<file path="src/hw/stl_pkg.sv">
// shared constants and types for the safety terminal status indicators
// assumes one 25 MHz system clock and a 32-bit Avalon-MM register port
package stl_pkg;

  // ----------------------------------------------------------------------
  // clock and blink timing
  // ----------------------------------------------------------------------
  localparam int CLK_HZ = 25_000_000;       // system clock rate
  localparam int FW_LOAD_HALF_MS = 1000;    // 0.5 Hz blink, half period
  localparam int FW_DONE_HALF_MS = 250;     // 2 Hz blink, half period
  localparam int IDENT_HALF_MS = 500;       // 1 Hz blink, half period
  localparam int FW_LOAD_HALF_CYC = (CLK_HZ / 1000) * FW_LOAD_HALF_MS;
  localparam int FW_DONE_HALF_CYC = (CLK_HZ / 1000) * FW_DONE_HALF_MS;
  localparam int IDENT_HALF_CYC = (CLK_HZ / 1000) * IDENT_HALF_MS;

  // ----------------------------------------------------------------------
  // channel counts
  // ----------------------------------------------------------------------
  localparam int N_PAIRS = 10;              // dual-channel input pairs
  localparam int N_SAFE_IN = 2 * N_PAIRS;   // single safe input lines
  localparam int N_DIG_IN = 4;              // plain digital inputs
  localparam int N_SAFE_OUT = 4;            // fail-safe outputs
  localparam int N_SUPPLY = 3;              // two switched, one fixed

  // ----------------------------------------------------------------------
  // register offsets (byte addresses) and fields
  // ----------------------------------------------------------------------
  localparam logic [7:0] REG_CTRL = 8'h00;       // identify request
  localparam logic [7:0] REG_CONTACT = 8'h04;    // pair contact types
  localparam logic [7:0] REG_IRQ_STATUS = 8'h08; // sticky events, ro
  localparam logic [7:0] REG_IRQ_CLEAR = 8'h0c;  // write one to clear
  localparam logic [7:0] REG_IRQ_ENABLE = 8'h10; // interrupt mask
  localparam logic [7:0] REG_LED_STATE = 8'h14;  // indicator readback
  localparam int CTRL_IDENT_BIT = 0;
  localparam int IRQ_FAULT_BIT = 0;         // fault raised
  localparam int IRQ_SUPPLY_BIT = 1;        // a sensor supply failed
  localparam int IRQ_PAIR_BIT = 2;          // a pair went discrepant
  localparam int IRQ_FW_DONE_BIT = 3;       // firmware download finished
  localparam int IRQ_W = 4;
  localparam int LS_READY_POS = 0;          // ready colour {red,green}
  localparam int LS_MODE_POS = 4;           // ready mode, 3 bits
  localparam int LS_SUPPLY_POS = 8;         // supply red, 3 bits
  localparam int LS_PAIR_POS = 12;          // pair alarm, 10 bits
  localparam logic CTRL_RST = 1'b0;
  localparam logic [N_PAIRS-1:0] CONTACT_RST = 10'h000;
  localparam logic [IRQ_W-1:0] IRQ_EN_RST = 4'h0;

  // ----------------------------------------------------------------------
  // types
  // ----------------------------------------------------------------------
  typedef enum logic [1:0] {LINK_DOWN, LINK_SETUP, LINK_RUN} stl_link_t;
  typedef enum logic [2:0] {
    RDY_OFF, RDY_RUN, RDY_SETUP, RDY_FAULT, RDY_FW_LOAD, RDY_FW_DONE,
    RDY_IDENT
  } stl_ready_mode_t;
  typedef struct packed {logic red; logic green;} stl_color_t;
  typedef stl_color_t [1:0] stl_pair_t;     // [0] input x, [1] input x+1
  typedef struct packed {
    logic [N_SAFE_IN-1:0] safeIn;           // safe input levels
    logic [N_DIG_IN-1:0] digIn;             // digital input levels
    logic [N_SAFE_OUT-1:0] outDrive;        // output actively driven
    logic [N_SAFE_OUT-1:0] linePos;         // readback of y+ line
    logic [N_SAFE_OUT-1:0] lineNeg;         // readback of y- line
    logic [N_SUPPLY-1:0] supplyFault;       // a,b switched; fixed
  } stl_pins_t;
  typedef struct packed {
    stl_link_t link;                        // drive link state
    logic fault;                            // at least one fault
    logic fwLoading;                        // firmware download running
    logic fwComplete;                       // one-cycle pulse at finish
  } stl_drive_t;
  typedef struct packed {
    stl_color_t ready;
    logic [N_SUPPLY-1:0] supplyRed;
    stl_color_t [N_SAFE_IN-1:0] safeLed;
    logic [N_DIG_IN-1:0] digInGreen;
    logic [N_SAFE_OUT-1:0] safeOutGreen;
    logic [N_SAFE_OUT-1:0] readbackGreen;
  } stl_leds_t;

endpackage : stl_pkg

</file>
<file path="src/hw/stl_status_leds.sv">
// status indicator logic of a fail-safe terminal module with its
// register port
// assumes all inputs synchronous to clk_sys; registers reached over
// Avalon-MM with waitrequest; one clock, asynchronous active-high reset
`timescale 1ns/1ps
`default_nettype none

// Operation
// - ready green when running, link cyclic
// - ready orange while link is set up
// - ready red on any fault outside download, download done and identify
// - download: green/red blink at 0.5 Hz
// - download done: green/red 2 Hz until repower
// - identify: 1 Hz blink with orange
// - switched supply LEDs red on fault
// - fixed supply LED red on fault
// - break/break: x+1 red on disagreement
// - break/make: x+1 red when states equal
// - break/break: both green when both high
// - break/make: green when x high, x+1 low
// - pair dark when both inputs low
// - digital input LED green when signal
// - safe output LED green while driven
// - readback green only when both lines low
module stl_status_leds
  import stl_pkg::*;
#(
  parameter int FW_LOAD_HALF = FW_LOAD_HALF_CYC,  // 0.5 Hz half period
  parameter int FW_DONE_HALF = FW_DONE_HALF_CYC,  // 2 Hz half period
  parameter int IDENT_HALF = IDENT_HALF_CYC       // 1 Hz half period
) (
  input wire logic clk_sys,
  input wire logic sys_rst,
  input wire logic [7:0] avsAddress,
  input wire logic avsRead,
  input wire logic avsWrite,
  input wire logic [31:0] avsWriteData,
  input wire logic [3:0] avsByteEnable,
  output logic [31:0] avsReadData,
  output logic avsWaitRequest,
  input wire stl_pins_t pins,
  input wire stl_drive_t drive,
  output stl_leds_t ledOut,
  output logic irq
);

  // ----------------------------------------------------------------------
  // helpers
  // ----------------------------------------------------------------------

  // merge a write under byte enables, so partial writes keep other bytes
  function automatic logic [31:0] byteMerge(input logic [31:0] old,
      input logic [31:0] data, input logic [3:0] be);
    logic [31:0] res;
    res = old;
    for (int i = 0; i < 4; i++) begin
      if (be[i]) begin
        res[8*i +: 8] = data[8*i +: 8];
      end
    end
    return res;
  endfunction : byteMerge

  // indicator pair of one dual-channel input, per its contact type
  function automatic stl_pair_t pairDecode(input logic a, input logic b,
      input logic breakMake);
    stl_pair_t res;
    res = '0;
    if (!a && !b) begin
      res = '0;                             // both low: dark
    end else if (!breakMake) begin
      if (a != b) begin
        res[1].red = 1'b1;                  // discrepancy
      end else begin
        res[0].green = 1'b1;                // both closed
        res[1].green = 1'b1;
      end
    end else if (a == b) begin
      res[1].red = 1'b1;                    // equal states
    end else if (a && !b) begin
      res[0].green = 1'b1;                  // normal state
      res[1].green = 1'b1;
    end
    return res;
  endfunction : pairDecode

  // ----------------------------------------------------------------------
  // register port
  // ----------------------------------------------------------------------
  logic [31:0] ctrlWord;                    // byte-merged control write
  logic [31:0] contactWord;                 // byte-merged contact write
  logic [31:0] clearWord;                   // byte-merged clear write
  logic [31:0] enableWord;                  // byte-merged enable write
  logic busReq;                             // request presented
  logic wrTake;                             // write completes this edge
  logic identReq;                           // identify request setting
  logic [N_PAIRS-1:0] contactBreakMake;     // 1 = break/make pair
  logic [IRQ_W-1:0] irqStatus;              // sticky events
  logic [IRQ_W-1:0] irqEnable;              // interrupt mask
  logic [31:0] next_readData;               // decoded read value
  stl_ready_mode_t readyMode;               // current ready mode
  logic [N_PAIRS-1:0] pairAlarm;            // x+1 red per pair

  assign busReq = avsRead | avsWrite;
  assign wrTake = avsWrite & ~avsWaitRequest;
  assign ctrlWord = byteMerge({31'h0, identReq}, avsWriteData,
      avsByteEnable);
  assign contactWord = byteMerge({22'h0, contactBreakMake}, avsWriteData,
      avsByteEnable);
  assign clearWord = byteMerge(32'h0, avsWriteData, avsByteEnable);
  assign enableWord = byteMerge({28'h0, irqEnable}, avsWriteData,
      avsByteEnable);

  // one wait cycle per access: the request is seen with waitrequest
  // high, then waitrequest drops for exactly one cycle
  always_ff @(posedge clk_sys or posedge sys_rst) begin
    if (sys_rst) begin
      avsWaitRequest <= 1'b1;
    end else if (busReq && avsWaitRequest) begin
      avsWaitRequest <= 1'b0;
    end else begin
      avsWaitRequest <= 1'b1;
    end
  end

  // read decode; unmapped offsets and the clear register read as zero
  always_comb begin
    next_readData = 32'h0;
    case (avsAddress)
      REG_CTRL: next_readData[CTRL_IDENT_BIT] = identReq;
      REG_CONTACT: next_readData[N_PAIRS-1:0] = contactBreakMake;
      REG_IRQ_STATUS: next_readData[IRQ_W-1:0] = irqStatus;
      REG_IRQ_ENABLE: next_readData[IRQ_W-1:0] = irqEnable;
      REG_LED_STATE: begin
        next_readData[LS_READY_POS +: 2] = ledOut.ready;
        next_readData[LS_MODE_POS +: 3] = readyMode;
        next_readData[LS_SUPPLY_POS +: N_SUPPLY] = ledOut.supplyRed;
        next_readData[LS_PAIR_POS +: N_PAIRS] = pairAlarm;
      end
      default: next_readData = 32'h0;
    endcase
  end

  // read data is captured while waitrequest is high and stands through
  // the edge at which the master samples waitrequest low
  always_ff @(posedge clk_sys or posedge sys_rst) begin
    if (sys_rst) begin
      avsReadData <= 32'h0;
    end else if (avsRead && avsWaitRequest) begin
      avsReadData <= next_readData;
    end
  end

  // control and contact type registers, written by the controller
  always_ff @(posedge clk_sys or posedge sys_rst) begin
    if (sys_rst) begin
      identReq <= CTRL_RST;
      contactBreakMake <= CONTACT_RST;
    end else if (wrTake && avsAddress == REG_CTRL) begin
      identReq <= ctrlWord[CTRL_IDENT_BIT];
    end else if (wrTake && avsAddress == REG_CONTACT) begin
      contactBreakMake <= contactWord[N_PAIRS-1:0];
    end
  end

  // interrupt mask
  always_ff @(posedge clk_sys or posedge sys_rst) begin
    if (sys_rst) begin
      irqEnable <= IRQ_EN_RST;
    end else if (wrTake && avsAddress == REG_IRQ_ENABLE) begin
      irqEnable <= enableWord[IRQ_W-1:0];
    end
  end

  // ----------------------------------------------------------------------
  // blink time base
  // ----------------------------------------------------------------------
  // three free-running half-period counters; they are never restarted,
  // so a blink may open with a short first phase, which the eye ignores
  localparam int HALF_ARR [3] = '{FW_LOAD_HALF, FW_DONE_HALF, IDENT_HALF};
  logic [2:0] blinkPhase;                   // 0 fw load, 1 done, 2 ident

  genvar gb;
  generate
    for (gb = 0; gb < 3; gb++) begin : g_blink
      logic [31:0] halfCnt;                 // cycles into this half
      always_ff @(posedge clk_sys or posedge sys_rst) begin
        if (sys_rst) begin
          halfCnt <= 32'h0;
          blinkPhase[gb] <= 1'b0;
        end else if (halfCnt == 32'(HALF_ARR[gb] - 1)) begin
          halfCnt <= 32'h0;
          blinkPhase[gb] <= ~blinkPhase[gb];
        end else begin
          halfCnt <= halfCnt + 32'h1;
        end
      end
    end
  endgenerate

  // ----------------------------------------------------------------------
  // readiness indicator
  // ----------------------------------------------------------------------
  logic fwDone;                             // held until power cycle
  stl_color_t next_ready;                   // colour for next cycle

  // the completed-download state only leaves by reset (power on)
  always_ff @(posedge clk_sys or posedge sys_rst) begin
    if (sys_rst) begin
      fwDone <= 1'b0;
    end else if (drive.fwComplete) begin
      fwDone <= 1'b1;
    end
  end

  // mode precedence
  always_comb begin
    if (identReq) begin
      readyMode = RDY_IDENT;
    end else if (drive.fwLoading) begin
      readyMode = RDY_FW_LOAD;
    end else if (fwDone) begin
      readyMode = RDY_FW_DONE;
    end else if (drive.fault) begin
      readyMode = RDY_FAULT;
    end else if (drive.link == LINK_SETUP) begin
      readyMode = RDY_SETUP;
    end else if (drive.link == LINK_RUN) begin
      readyMode = RDY_RUN;
    end else begin
      readyMode = RDY_OFF;
    end
  end

  // colour of each mode; orange is red and green together
  always_comb begin
    next_ready = '0;
    case (readyMode)
      RDY_RUN: next_ready.green = 1'b1;
      RDY_SETUP: next_ready = '{1'b1, 1'b1};
      RDY_FAULT: next_ready.red = 1'b1;
      RDY_FW_LOAD: begin
        next_ready.red = blinkPhase[0];
        next_ready.green = ~blinkPhase[0];
      end
      RDY_FW_DONE: begin
        next_ready.red = blinkPhase[1];
        next_ready.green = ~blinkPhase[1];
      end
      RDY_IDENT: begin
        // orange phase, else the fault-dependent colour
        next_ready.red = blinkPhase[2] | drive.fault;
        next_ready.green = blinkPhase[2] | ~drive.fault;
      end
      default: next_ready = '0;
    endcase
  end

  // ----------------------------------------------------------------------
  // channel indicators
  // ----------------------------------------------------------------------
  stl_color_t [N_SAFE_IN-1:0] next_safeLed; // decoded pair indicators

  genvar gp;
  generate
    for (gp = 0; gp < N_PAIRS; gp++) begin : g_pair
      stl_pair_t pr;
      assign pr = pairDecode(pins.safeIn[2*gp], pins.safeIn[2*gp+1],
          contactBreakMake[gp]);
      assign next_safeLed[2*gp] = pr[0];
      assign next_safeLed[2*gp+1] = pr[1];
      assign pairAlarm[gp] = ledOut.safeLed[2*gp+1].red;
    end
  endgenerate

  // every indicator is registered so the pins never see decode glitches
  always_ff @(posedge clk_sys or posedge sys_rst) begin
    if (sys_rst) begin
      ledOut <= '0;
    end else begin
      ledOut.ready <= next_ready;
      ledOut.supplyRed[1:0] <= pins.supplyFault[1:0];
      ledOut.supplyRed[2] <= pins.supplyFault[2];
      ledOut.safeLed <= next_safeLed;
      ledOut.digInGreen <= pins.digIn;
      ledOut.safeOutGreen <= pins.outDrive;
      ledOut.readbackGreen <= ~(pins.linePos | pins.lineNeg);
    end
  end

  // ----------------------------------------------------------------------
  // events and interrupt
  // ----------------------------------------------------------------------
  logic prevFault;                          // fault one cycle ago
  logic [N_SUPPLY-1:0] prevSupply;          // supply faults one ago
  logic [N_PAIRS-1:0] prevAlarm;            // pair alarms one ago
  logic [IRQ_W-1:0] irqEvent;               // rising-edge events

  always_ff @(posedge clk_sys or posedge sys_rst) begin
    if (sys_rst) begin
      prevFault <= 1'b0;
      prevSupply <= '0;
      prevAlarm <= '0;
    end else begin
      prevFault <= drive.fault;
      prevSupply <= pins.supplyFault;
      prevAlarm <= pairAlarm;
    end
  end

  assign irqEvent[IRQ_FAULT_BIT] = drive.fault & ~prevFault;
  assign irqEvent[IRQ_SUPPLY_BIT] = |(pins.supplyFault & ~prevSupply);
  assign irqEvent[IRQ_PAIR_BIT] = |(pairAlarm & ~prevAlarm);
  assign irqEvent[IRQ_FW_DONE_BIT] = drive.fwComplete & ~fwDone;

  // a new event in the clearing cycle survives: set wins over clear
  always_ff @(posedge clk_sys or posedge sys_rst) begin
    if (sys_rst) begin
      irqStatus <= '0;
    end else if (wrTake && avsAddress == REG_IRQ_CLEAR) begin
      irqStatus <= (irqStatus & ~clearWord[IRQ_W-1:0]) | irqEvent;
    end else begin
      irqStatus <= irqStatus | irqEvent;
    end
  end

  // registered level; follows status and mask one cycle later
  always_ff @(posedge clk_sys or posedge sys_rst) begin
    if (sys_rst) begin
      irq <= 1'b0;
    end else begin
      irq <= |(irqStatus & irqEnable);
    end
  end

  // ----------------------------------------------------------------------
  // checks
  // ----------------------------------------------------------------------
  logic armed;                              // one cycle past reset
  always_ff @(posedge clk_sys or posedge sys_rst) begin
    if (sys_rst) begin
      armed <= 1'b0;
    end else begin
      armed <= 1'b1;
    end
  end

  ready_run_a: assert property (@(posedge clk_sys) disable iff (sys_rst)
    armed && $past(readyMode) == RDY_RUN |-> ledOut.ready == 2'b01)
    else $error("ready not green while running");
  ready_setup_a: assert property (@(posedge clk_sys) disable iff (sys_rst)
    armed && $past(drive.link) == LINK_SETUP && !$past(drive.fault)
    && !$past(identReq) && !$past(drive.fwLoading) && !$past(fwDone)
    |-> ledOut.ready == 2'b11)
    else $error("ready not orange during link setup");
  ready_fault_a: assert property (@(posedge clk_sys) disable iff (sys_rst)
    armed && $past(drive.fault) && !$past(identReq)
    && !$past(drive.fwLoading) && !$past(fwDone) |-> ledOut.ready == 2'b10)
    else $error("ready not red on fault");
  fw_blink_a: assert property (@(posedge clk_sys) disable iff (sys_rst)
    armed && $past(readyMode) == RDY_FW_LOAD
    |-> ledOut.ready.red == $past(blinkPhase[0])
    && ledOut.ready.green != ledOut.ready.red)
    else $error("download blink wrong");
  fw_done_hold_a: assert property (@(posedge clk_sys) disable iff (sys_rst)
    fwDone |=> fwDone && (identReq || drive.fwLoading
    || readyMode == RDY_FW_DONE))
    else $error("download-complete state lost");
  ident_blink_a: assert property (@(posedge clk_sys) disable iff (sys_rst)
    armed && $past(identReq) |-> ledOut.ready == 2'b11
    || ledOut.ready == {$past(drive.fault), !$past(drive.fault)})
    else $error("identify blink wrong");
  supply_led_a: assert property (@(posedge clk_sys) disable iff (sys_rst)
    armed |-> ledOut.supplyRed == $past(pins.supplyFault))
    else $error("supply indicator wrong");
  digin_led_a: assert property (@(posedge clk_sys) disable iff (sys_rst)
    armed |-> ledOut.digInGreen == $past(pins.digIn))
    else $error("digital input indicator wrong");
  out_led_a: assert property (@(posedge clk_sys) disable iff (sys_rst)
    armed |-> ledOut.safeOutGreen == $past(pins.outDrive))
    else $error("output indicator wrong");
  readback_led_a: assert property (@(posedge clk_sys) disable iff (sys_rst)
    armed && ledOut.readbackGreen[0] |-> !$past(pins.linePos[0])
    && !$past(pins.lineNeg[0]))
    else $error("readback green with a line high");
  pair_mismatch_a: assert property (@(posedge clk_sys)
    disable iff (sys_rst) armed && !$past(contactBreakMake[0])
    && $past(pins.safeIn[0]) != $past(pins.safeIn[1])
    |-> ledOut.safeLed[1] == 2'b10 && ledOut.safeLed[0] == 2'b00)
    else $error("pair discrepancy not red");
  pair_equal_a: assert property (@(posedge clk_sys) disable iff (sys_rst)
    armed && $past(contactBreakMake[0]) && $past(pins.safeIn[0])
    && $past(pins.safeIn[1]) |-> ledOut.safeLed[1].red)
    else $error("break/make equal not red");
  pair_green_a: assert property (@(posedge clk_sys) disable iff (sys_rst)
    armed && !$past(contactBreakMake[0]) && $past(pins.safeIn[0])
    && $past(pins.safeIn[1])
    |-> ledOut.safeLed[0] == 2'b01 && ledOut.safeLed[1] == 2'b01)
    else $error("break/break closed pair not green");
  pair_ok_a: assert property (@(posedge clk_sys) disable iff (sys_rst)
    armed && $past(pins.safeIn[0]) && !$past(pins.safeIn[1])
    && $past(contactBreakMake[0])
    |-> ledOut.safeLed[0] == 2'b01 && ledOut.safeLed[1] == 2'b01)
    else $error("break/make normal not green");
  pair_dark_a: assert property (@(posedge clk_sys) disable iff (sys_rst)
    armed && !$past(pins.safeIn[0]) && !$past(pins.safeIn[1])
    |-> ledOut.safeLed[1:0] == '0)
    else $error("idle pair not dark");
  bus_answer_a: assert property (@(posedge clk_sys) disable iff (sys_rst)
    busReq && avsWaitRequest |=> !avsWaitRequest)
    else $error("waitrequest did not drop after one cycle");
  irq_level_a: assert property (@(posedge clk_sys) disable iff (sys_rst)
    armed |-> irq == |($past(irqStatus) & $past(irqEnable)))
    else $error("interrupt level wrong");

  ident_seen_c: cover property (@(posedge clk_sys) disable iff (sys_rst)
    identReq && ledOut.ready == 2'b11);
  fw_seen_c: cover property (@(posedge clk_sys) disable iff (sys_rst)
    readyMode == RDY_FW_DONE);
  pair_red_c: cover property (@(posedge clk_sys) disable iff (sys_rst)
    |pairAlarm);
  irq_seen_c: cover property (@(posedge clk_sys) disable iff (sys_rst)
    irq);

endmodule : stl_status_leds

`default_nettype wire

</file>
<file path="config.mk">
export PLATFORM = sky130hd
export DESIGN_NAME = stl_status_leds
export DESIGN_NICKNAME = d
export VERILOG_FILES = /design/src/hw/stl_pkg.sv /design/src/hw/stl_status_leds.sv
export SDC_FILE = /design/constraint.sdc
export NUM_CORES = 1
export LEC_CHECK = 0
export BUFFER_PORTS_ARGS = -buffer_cell sky130_fd_sc_hd__buf_2
export CAP_MARGIN = 20
export CORE_UTILIZATION = 50
export DETAILED_ROUTE_END_ITERATION = 7
export PLACE_DENSITY_LB_ADDON = 0.12
export SYNTH_ARGS = -nofsm -noshare
export SYNTH_HDL_FRONTEND = slang
export SYNTH_SLANG_ARGS = --single-unit
</file>
<file path="constraint.sdc">
create_clock -name clk_sys -period 5.7 [get_ports clk_sys]
set_input_delay 0.285 -clock clk_sys [delete_from_list [all_inputs] [get_ports clk_sys]]
set_output_delay 0.285 -clock clk_sys [all_outputs]
set_load 0.05 [all_outputs]
</file>
==> reports/metrics.cfg, run 1 <==
[status]
status=finished, final reports clean

[worst_setup_path]
worstSetupPathType=flip-flop to flip-flop
rr_worst_depth=6
cp.arrival_ns=2.51
start_kind=flip-flop
critPathMaxFanout=10
critPathCaptureType=flip-flop
critPathRequiredTime_ns=6.01

[clock_network]
clk_path_buf_depth=2
cts.clk_slew.worst_paths_ns=0.07
clock-root-buffer=clkbuf_16
cts_tree=built
post_cts_resize_count=0
htreeDepth=4
cts_sinks=190
clk_latency_ns=0.43
cts_hold_buf=19
cts_buffers=17
cts_setup_buffers=0

[floorplan]
die-area_um2=18800
die_w_um=137
die_h_um=137
start_util_pct=51.0
ios=183
num_rows=49
fp.coreArea_um2=17900

[sta]
max_slew.worst_pin.slew_ns=0.875
hold_viol=0
finalMaxSlewViolations=0
relSlewSlack_pct=41.7
fin_skew_ns=0.00971
period_minus_slack_ns=2.20
fmax_mhz=454
rsz0062_at_grt=no
period_share_pct=38.7
setup_tns_ns=0
setup_violations=0
timing.final.ws_setup_ns=3.50

[layout]
drive_gt1_share_pct=20.9
fill_cells=1541
final_nets=1115
areaGrowthSynthToFinish_pct=16.6
final_common_cell=dfrtp_1
final_cell_mix=189 x dfrtp_1, 137 x buf_2, 67 x nor2_1

[drt]
ant_nets=0
wirelength_um=19100
vias_per_cell=5.42
remaining_drc_errors=0
firstDrtPassIters=5
dr_total_vias=6739
drt_iter0_markers=381
wl_per_cell_um=15.4

[power]
finalPower_mw=2.86
powerDensity_nw_per_um2=268
irDropWorstVdd_mv=0.258
p_leak_nw=5.03

[synth]
netlist_instances=859
syn_avg_cell_area_um2=10.6
yosysWarnings=0
synth_top_area_share_pct=51.8
yosys-top-cells-area=dfrtp_1 52%, xnor2_1 4.5%, ha_1 3.2%, xor2_1 3.0%, nor2_1 2.8%
yosys.area.top_type=dfrtp_1
ys.flop_type=dfrtp_1
ys_seq_area_share_pct=52.1
syn_area_um2=9130
async_flop_share_pct=100
ys_types=67
synth_edf_count=0
yosys_register_bits=190

[worst_hold_path]
hp-class=primary input to async pin

[placed_design]
portBuffers=137
post-dp-hpwl_um=13400
pre_cts_ws_ns=3.29
gp_congestion=0.806

[run]
drv_cap=0

[grt]
grt.total_usage_pct=21.1
grt_max_degree=130
grt_overflow=0
antenna_found_initial=2
grt_pass1_wl_um=30900
grt_pass1_vias=6210

worst paths after layout:
path	start	endpoint	slack (ns)
max reg2reg	g_blink[2].halfCnt[0]$_DFF_PP0_	g_blink[2].halfCnt[21]$_DFF_PP0_	3.50
min reg2reg	prevFault$_DFF_PP0_	irqStatus[0]$_DFF_PP0_	0.41
max in group asynchronous	sys_rst	g_blink[2].halfCnt[22]$_DFF_PP0_	4.28
max	g_blink[2].halfCnt[0]$_DFF_PP0_	g_blink[2].halfCnt[21]$_DFF_PP0_	3.50
min	sys_rst	g_blink[2].halfCnt[10]$_DFF_PP0_	0.04
min in group clk_sys	drive[2]	prevFault$_DFF_PP0_	0.05
worst max-delay path, stage by stage, from the launching register on:
cell and delay, ns:
dfrtp_1 0.39, ha_1 0.19, and3_1 0.32, nand4_1 0.24, nor3_1 0.50, buf_4 0.28, o21ba_2 0.17
per-stage QoR:
stage / std cells / utilization (%) / hold WS, ns / area [µm²]
6_report: 1243 / 59.4 / 0.0431 / 10600
3_5_place_dp: 1191 / 55.1 / 0.395 / 9870
2_1_floorplan: 879 / - / 0.316 / 9200
5_1_grt: 1242 / 59.4 / 0.0357 / 10600
3_3_place_gp: 1191 / 55.1 / 0.393 / 9870
4_1_cts: 1242 / 59.4 / 0.0236 / 10600
flip-flops by register name, summed over array words and instances, names as in the netlist:
signal and flops:
irqEnable 4, contactBreakMake 10, avsReadData 21, identReq 1, prevFault 1, prevSupply 3
ledOut 34, avsWaitRequest 1, g_blink.halfCnt 96, blinkPhase 3, irq 1, irqStatus 4
fwDone 1, prevAlarm 10
power by group:
group / switching [mW] / internal, mW / total (mW)
Clock: 0.528 / 0.624 / 1.15
Combinational: 0.227 / 0.0775 / 0.305
Sequential: 0.0199 / 1.38 / 1.40
Total: 0.775 / 2.08 / 2.86
synth_stat cells, drive strengths merged, types with 17 or more instances:
cell,instances
a21oi,26
buf,39
clkbuf,20
dfrtp,189
ha,23
inv,55
nand2,44
nand3,49
nand4,32
nor2,67
nor3,17
nor4,35
xnor2,47
xor2,31
cells by family (layout without fill, tap and decap cells):
family,count (synthesis),after routing,synth area share (%)
flip-flops,190,190,52.1
XOR/XNOR,78,78,7.49
multiplexers,21,21,2.51
buffers and inverters,114,248,6.13
adder cells (fa/ha/maj),23,23,3.15
AO/OA/AOI/OAI,107,107,8.42
other,1,22,0.0411
AND/OR/NAND/NOR,325,325,20.2
metal layers:
| metal | wire length, µm | track usage, % | vias up |
|---|---|---|---|
| met2 | 8870 | 32.6 | 159 |
| met3 | 959 | 3.78 | 21 |
| met5 | 13 | 0 | - |
| li1 | - | - | 3303 |
| met1 | 9060 | 30.1 | 3254 |
| met4 | 229 | 6.47 | 2 |
area by class of cell:
class                           instances  area, µm²  share of cell area [%]
Clock buffer                           19        443                    4.16
Antenna cell                            1       2.50                  0.0235
Tap cell                              229        287                    2.69
Multi-Input combinational cell        575       3890                    36.6
Sequential cell                       190       4760                    44.7
Inverter                               55        214                    2.01
Clock inverter                         13        131                    1.23
Timing Repair Buffer                  161        913                    8.59
(Power assumes the default switching activity.)
==> inputs of run 2 (changes only) <==
Settings changed: CORE_UTILIZATION 50 to 55.
Clock period 5.7 ns to 2.3 ns, I/O delays scaled along.
==> reports/metrics.cfg, run 2 (same netlist as run 1, synthesis figures left out) <==
[status]
status=finished, final reports clean

[worst_setup_path]
critPathMaxFanout=8  ; -2
critPathCaptureType=flip-flop
cp.arrival_ns=2.43  ; -0.08 ns
worstSetupPathType=flip-flop to flip-flop
start_kind=flip-flop
critPathRequiredTime_ns=2.62  ; -3.39 ns

[grt]
grt_pass1_wl_um=32400  ; +5.0%
grt.total_usage_pct=24.5  ; +3.4 points
grt_pass1_vias=6688  ; +7.7%
grt_max_degree=78  ; -40%
grt_overflow=0  ; unchanged
antenna_found_initial=1  ; -1

[layout]
antenna_cells=0  ; -1
largest-register=g_blink.halfCnt
postLayoutCoreUtil_pct=68.1  ; +8.6 points
stdcell_count=1258  ; +1.2%
areaGrowthSynthToFinish_pct=19.8
drive_gt1_share_pct=21.6  ; +0.67 points
fin_area_um2=10900  ; +2.8%
final_common_cell=dfrtp_1
fill_cells=1271  ; -18%
final_cell_mix=189 x dfrtp_1, 137 x buf_2, 67 x nor2_1
top_regs=g_blink.halfCnt x96, ledOut x34, avsReadData x21
largest_register_ffs=96  ; unchanged
final_nets=1144  ; +2.6%

[sta]
rsz0062_at_grt=no
fmax_mhz=472  ; +4.1%
period_minus_slack_ns=2.12  ; -0.0868 ns
relSlewSlack_pct=59.0  ; +17 points
hold_ws_ns=0.0639  ; +0.0209 ns
period_share_pct=92.1  ; +53 points
setup_tns_ns=0  ; unchanged
setup_violations=0  ; unchanged
hold_viol=0  ; unchanged
timing.final.ws_setup_ns=0.182  ; -3.31 ns
finalMaxSlewViolations=0  ; unchanged
fin_skew_ns=0.00744  ; -0.00227 ns
max_slew.worst_pin.slew_ns=0.610  ; -0.265 ns

[clock_network]
cts_tree=built
cts.clk_slew.worst_paths_ns=0.07  ; about the same
clk_latency_ns=0.42  ; about the same
cts_buffers=17  ; unchanged
cts_sinks=190  ; unchanged
clk_path_buf_depth=2  ; unchanged
clock-root-buffer=clkbuf_16
post_cts_resize_count=0  ; unchanged
cts_setup_buffers=0  ; unchanged
htreeDepth=4  ; unchanged
cts_hold_buf=34  ; +15

[run]
drv_cap=0  ; unchanged

[drt]
remaining_drc_errors=0  ; unchanged
firstDrtPassIters=4  ; -1
drt_iter0_markers=274  ; -28%
wirelength_um=19700  ; +3.0%
ant_nets=0  ; unchanged
dr_total_vias=6993  ; +3.8%
vias_per_cell=5.56  ; +2.5%
wl_per_cell_um=15.7  ; +1.8%

[placed_design]
pre_cts_ws_ns=0.183  ; -3.10 ns
post-dp-hpwl_um=13700  ; +2.4%
placed_cell_area_um2=9990  ; +1.2%
gp_congestion=0.866  ; +7.4%
numPlacedInstances=1192  ; +0.084%
portBuffers=137  ; unchanged

[power]
switchingPower_mw=1.85  ; +140%
pwr-share-comb_pct=11.1  ; +0.4 points
cellInternalPower_mw=5.36  ; +160%
seq_power_share_pct=48.2  ; -0.8 points
p_leak_nw=5.18  ; +2.9%
switching_share_pct=25.6  ; -1.5 points
clkPwrFrac_pct=40.8  ; +0.5 points
irDropWorstVdd_mv=0.531  ; +110%
powerDensity_nw_per_um2=659  ; +150%
finalPower_mw=7.20  ; +150%

[floorplan]
fp.coreArea_um2=16100  ; -10%
ios=183  ; unchanged
start_util_pct=56.8  ; +5.9 points
die_w_um=131  ; -4.6%
die_h_um=131  ; -4.6%
num_rows=46  ; -6.1%
die-area_um2=17100  ; -9.0%

[worst_hold_path]
hp-class=primary input to flip-flop

[run 2: cell types whose count changed in the layout (fill, tap and decap cells not counted), sizes merged, moves of 2 or more]
cell / previous run / this run
inv: 60 / 54
dlygate4sd3: 19 / 34
clkinvlp: 3 / 5
clkbuf: 19 / 23
buf: 142 / 156
[run 2: final timing paths]
check | from | end | slack [ns] | cells after the start
setup / recovery | g_blink[0].halfCnt[0]$_DFF_PP0_ | g_blink[0].halfCnt[18]$_DFF_PP0_ | 0.18 | 5
hold / removal | drive[1] | ledOut[56]$_DFF_PP0_ | 0.06 | 3
setup reg to reg | g_blink[0].halfCnt[0]$_DFF_PP0_ | g_blink[0].halfCnt[18]$_DFF_PP0_ | 0.18 | 5
hold reg to reg | prevFault$_DFF_PP0_ | irqStatus[0]$_DFF_PP0_ | 0.41 | 1
max in group asynchronous | sys_rst | avsWaitRequest$_DFF_PP1_ | 1.21 | 4
min in group asynchronous | sys_rst | ledOut[1]$_DFF_PP0_ | 0.29 | 3
[run 2: worst max-delay path, stage by stage, from the launching register on]
cell and delay (ns):
dfrtp_1 0.39, ha_1 0.33, inv_1 0.06, or4_1 0.66, or2_2 0.33, a31o_2 0.24
[run 2: cell type report]
class	instances	area (µm²)	area share [%]
clock buffer	23	488	4.46
clock inverter	9	109	0.996
inverter	55	210	1.92
multi-input combinational	575	3890	35.6
sequential	190	4760	43.5
tap	216	270	2.47
timing repair buffer	190	1210	11.0
[run 2: metal layers]
metal / up-vias / global-route usage, % / routed length (µm)
li1: 3362 / - / -
met1: 3398 / 32.7 / 9060
met2: 196 / 40.1 / 9380
met3: 35 / 4.72 / 864
met4: 2 / 8.52 / 384
met5: - / 0 / 14
[run 2: power by group through the flow]
stage | Combinational [mW] | Sequential, mW | Clock (mW)
2_1_floorplan | 0.397 | 3.72 | 0
3_3_place_gp | 0.739 | 3.53 | 0
3_5_place_dp | 0.749 | 3.53 | 0
4_1_cts | 0.800 | 3.47 | 2.99
5_1_grt | 0.866 | 3.48 | 3.12
6_report | 0.796 | 3.47 | 2.94
==> inputs of run 3 (changes only) <==
Settings changed: CORE_UTILIZATION 55 to 45.
==> reports/metrics.cfg, run 3 (same netlist as run 1, synthesis figures left out) <==
[status]
status=finished, final reports clean

[sta]
period_minus_slack_ns=2.09  ; -0.0254 ns
rsz0062_at_grt=no
period_share_pct=91.0  ; -1.1 points
setup_violations=0  ; unchanged
setup_tns_ns=0  ; unchanged
fmax_mhz=478  ; +1.2%
hold_ws_ns=0.0743  ; +0.0104 ns
hold_viol=0  ; unchanged
finalMaxSlewViolations=0  ; unchanged
fin_skew_ns=0.00885  ; +0.00140 ns
relSlewSlack_pct=62.8  ; +3.9 points
max_slew.worst_pin.slew_ns=0.553  ; -0.0574 ns

[worst_setup_path]
critPathCaptureType=flip-flop
critPathMaxFanout=8  ; unchanged
slowest_stage=or4_1
critical_path.top_delay_family=simple AND/OR/NAND/NOR gates
worstSetupPathType=flip-flop to flip-flop
max_stage_delay_ns=0.66  ; about the same
critPathRequiredTime_ns=2.62  ; about the same
cp.buffers_inverters=1  ; unchanged
cp_cell_sequence=ha_1 > inv_1 > or4_1 > or2_2 > a31o_2
start_kind=flip-flop
cp.arrival_ns=2.41  ; -0.02 ns

[drt]
ant_nets=0  ; unchanged
vias_per_cell=5.19  ; -6.7%
wl_met3_um=816  ; -5.6%
drt_iter0_markers=386  ; +41%
wl_per_cell_um=14.9  ; -5.0%
dr.max_layer_used=met4
drt-met1-wl_um=9440  ; +4.2%
remaining_drc_errors=0  ; unchanged
firstDrtPassIters=4  ; unchanged
wirelength_um=19500  ; -0.97%
dr_total_vias=6800  ; -2.8%
wl_met2_um=9040  ; -3.7%

[placed_design]
numPlacedInstances=1243  ; +4.3%
portBuffers=137  ; unchanged
gp_congestion=0.817  ; -5.6%
post-dp-hpwl_um=14000  ; +1.7%

[layout]
largest_register_ffs=96  ; unchanged
seq_area_um2=4760  ; unchanged
final_common_cell=dfrtp_1
stdcell_count=1311  ; +4.2%
drive_gt1_share_pct=21.6  ; -0.041 points
largest-register=g_blink.halfCnt
areaGrowthSynthToFinish_pct=19.9
fill_cells=1772  ; +39%
top_regs=g_blink.halfCnt x96, ledOut x34, avsReadData x21
final_nets=1146  ; +0.17%
multi_input_area_um2=3890  ; unchanged
final_cell_mix=189 x dfrtp_1, 137 x buf_2, 67 x nor2_1

[clock_network]
post_cts_resize_count=0  ; unchanged
htreeDepth=4  ; unchanged
cts_tree=built
clock-root-buffer=clkbuf_16
cts_sinks=190  ; unchanged
cts.clk_slew.worst_paths_ns=0.07  ; about the same
cts_buffers=17  ; unchanged
clk_latency_ns=0.42  ; about the same
clk_path_buf_depth=2  ; unchanged

[grt]
grt_max_degree=49  ; -37%
grt_overflow=0  ; unchanged
grt_pass1_vias=6397  ; -4.4%
antenna_found_initial=2  ; +1
grt.total_usage_pct=19.7  ; -4.8 points
grt_pass1_wl_um=32000  ; -1.3%

[run]
drv_cap=0  ; unchanged

[floorplan]
die_h_um=144  ; +10%
die-area_um2=20900  ; +22%
fp.coreArea_um2=19700  ; +22%
die_w_um=144  ; +10%
start_util_pct=46.4  ; -10 points
num_rows=51  ; +11%
ios=183  ; unchanged

[power]
pwr-share-comb_pct=11.5  ; +0.4 points
clkPwrFrac_pct=38.4  ; -2.4 points
cellInternalPower_mw=5.08  ; -5.1%
seq_power_share_pct=50.1  ; +1.9 points
switchingPower_mw=1.85  ; about the same
finalPower_mw=6.93  ; -3.8%
p_leak_nw=5.16  ; -0.37%
switching_share_pct=26.6  ; +1.0 points
powerDensity_nw_per_um2=633  ; -3.9%
irDropWorstVdd_mv=0.504  ; -5.1%

[worst_hold_path]
hp-class=primary input to flip-flop

-- run 3: cell count changes in the layout (fill, tap and decap cells not counted) --
| cell | before | now |
|---|---|---|
| buf_4 | 16 | 18 |
| bufinv_16 | 2 | 0 |
| clkbuf_1 | 2 | 4 |
| clkbuf_8 | 4 | 2 |
| clkinv_2 | 2 | 3 |
| diode_2 | 0 | 2 |
| inv_6 | 0 | 1 |
-- run 3: final timing paths --
path,from,to,slack [ns],cells after the start
hold / removal,drive[1],ledOut[55]$_DFF_PP0_,0.07,3
max in group asynchronous,sys_rst,avsReadData[19]$_DFFE_PP0P_,1.29,4
hold reg to reg,prevFault$_DFF_PP0_,irqStatus[0]$_DFF_PP0_,0.41,1
setup reg to reg,g_blink[0].halfCnt[0]$_DFF_PP0_,g_blink[0].halfCnt[18]$_DFF_PP0_,0.21,5
setup / recovery,g_blink[0].halfCnt[0]$_DFF_PP0_,g_blink[0].halfCnt[18]$_DFF_PP0_,0.21,5
min in group asynchronous,sys_rst,g_blink[1].halfCnt[17]$_DFF_PP0_,0.29,3
-- run 3: repair_timing --
| item | 4_1_cts | 5_1_grt |
|---|---|---|
| hold endpoints to repair | 52 | 0 |
| setup buffers | 0 | 0 |
| hold buffers | 34 | 0 |
-- run 3: worst min-delay path, cell delays in order --
cell       delay, ns
buf_2           0.12
a22oi_1         0.09
a2bb2oi_1       0.13
-- run 3: power groups by stage --
stage | sequential, mW | combinational [mW] | clock (mW)
6_report | 3.47 | 0.794 | 2.66
5_1_grt | 3.48 | 0.861 | 2.90
4_1_cts | 3.47 | 0.802 | 2.76
3_5_place_dp | 3.53 | 0.752 | 0
3_3_place_gp | 3.53 | 0.746 | 0
2_1_floorplan | 3.72 | 0.397 | 0
-- run 3: stage by stage --
step	instance area [µm²]	worst slack, ns	util (%)
2_1_floorplan	9210	-0.263	-
3_3_place_gp	10100	0.233	51.2
3_5_place_dp	10100	0.212	51.2
4_1_cts	10900	0.207	55.7
5_1_grt	10900	0.0748	55.7
6_report	10900	0.207	55.7
-- run 3: area by class of cell --
class / instances / share of cell area [%]
Antenna cell: 2 / 0.0457
Multi-Input combinational cell: 575 / 35.6
Sequential cell: 190 / 43.4
Clock buffer: 23 / 4.27
Inverter: 55 / 1.92
Timing Repair Buffer: 192 / 11.2
Tap cell: 265 / 3.03
Clock inverter: 9 / 0.571
-- run 3: metal layers --
metal,global-route usage (%),up-vias
li1,-,3361
met1,27.3,3278
met2,31.0,143
met3,3.84,18
met4,6.09,0
met5,0,-
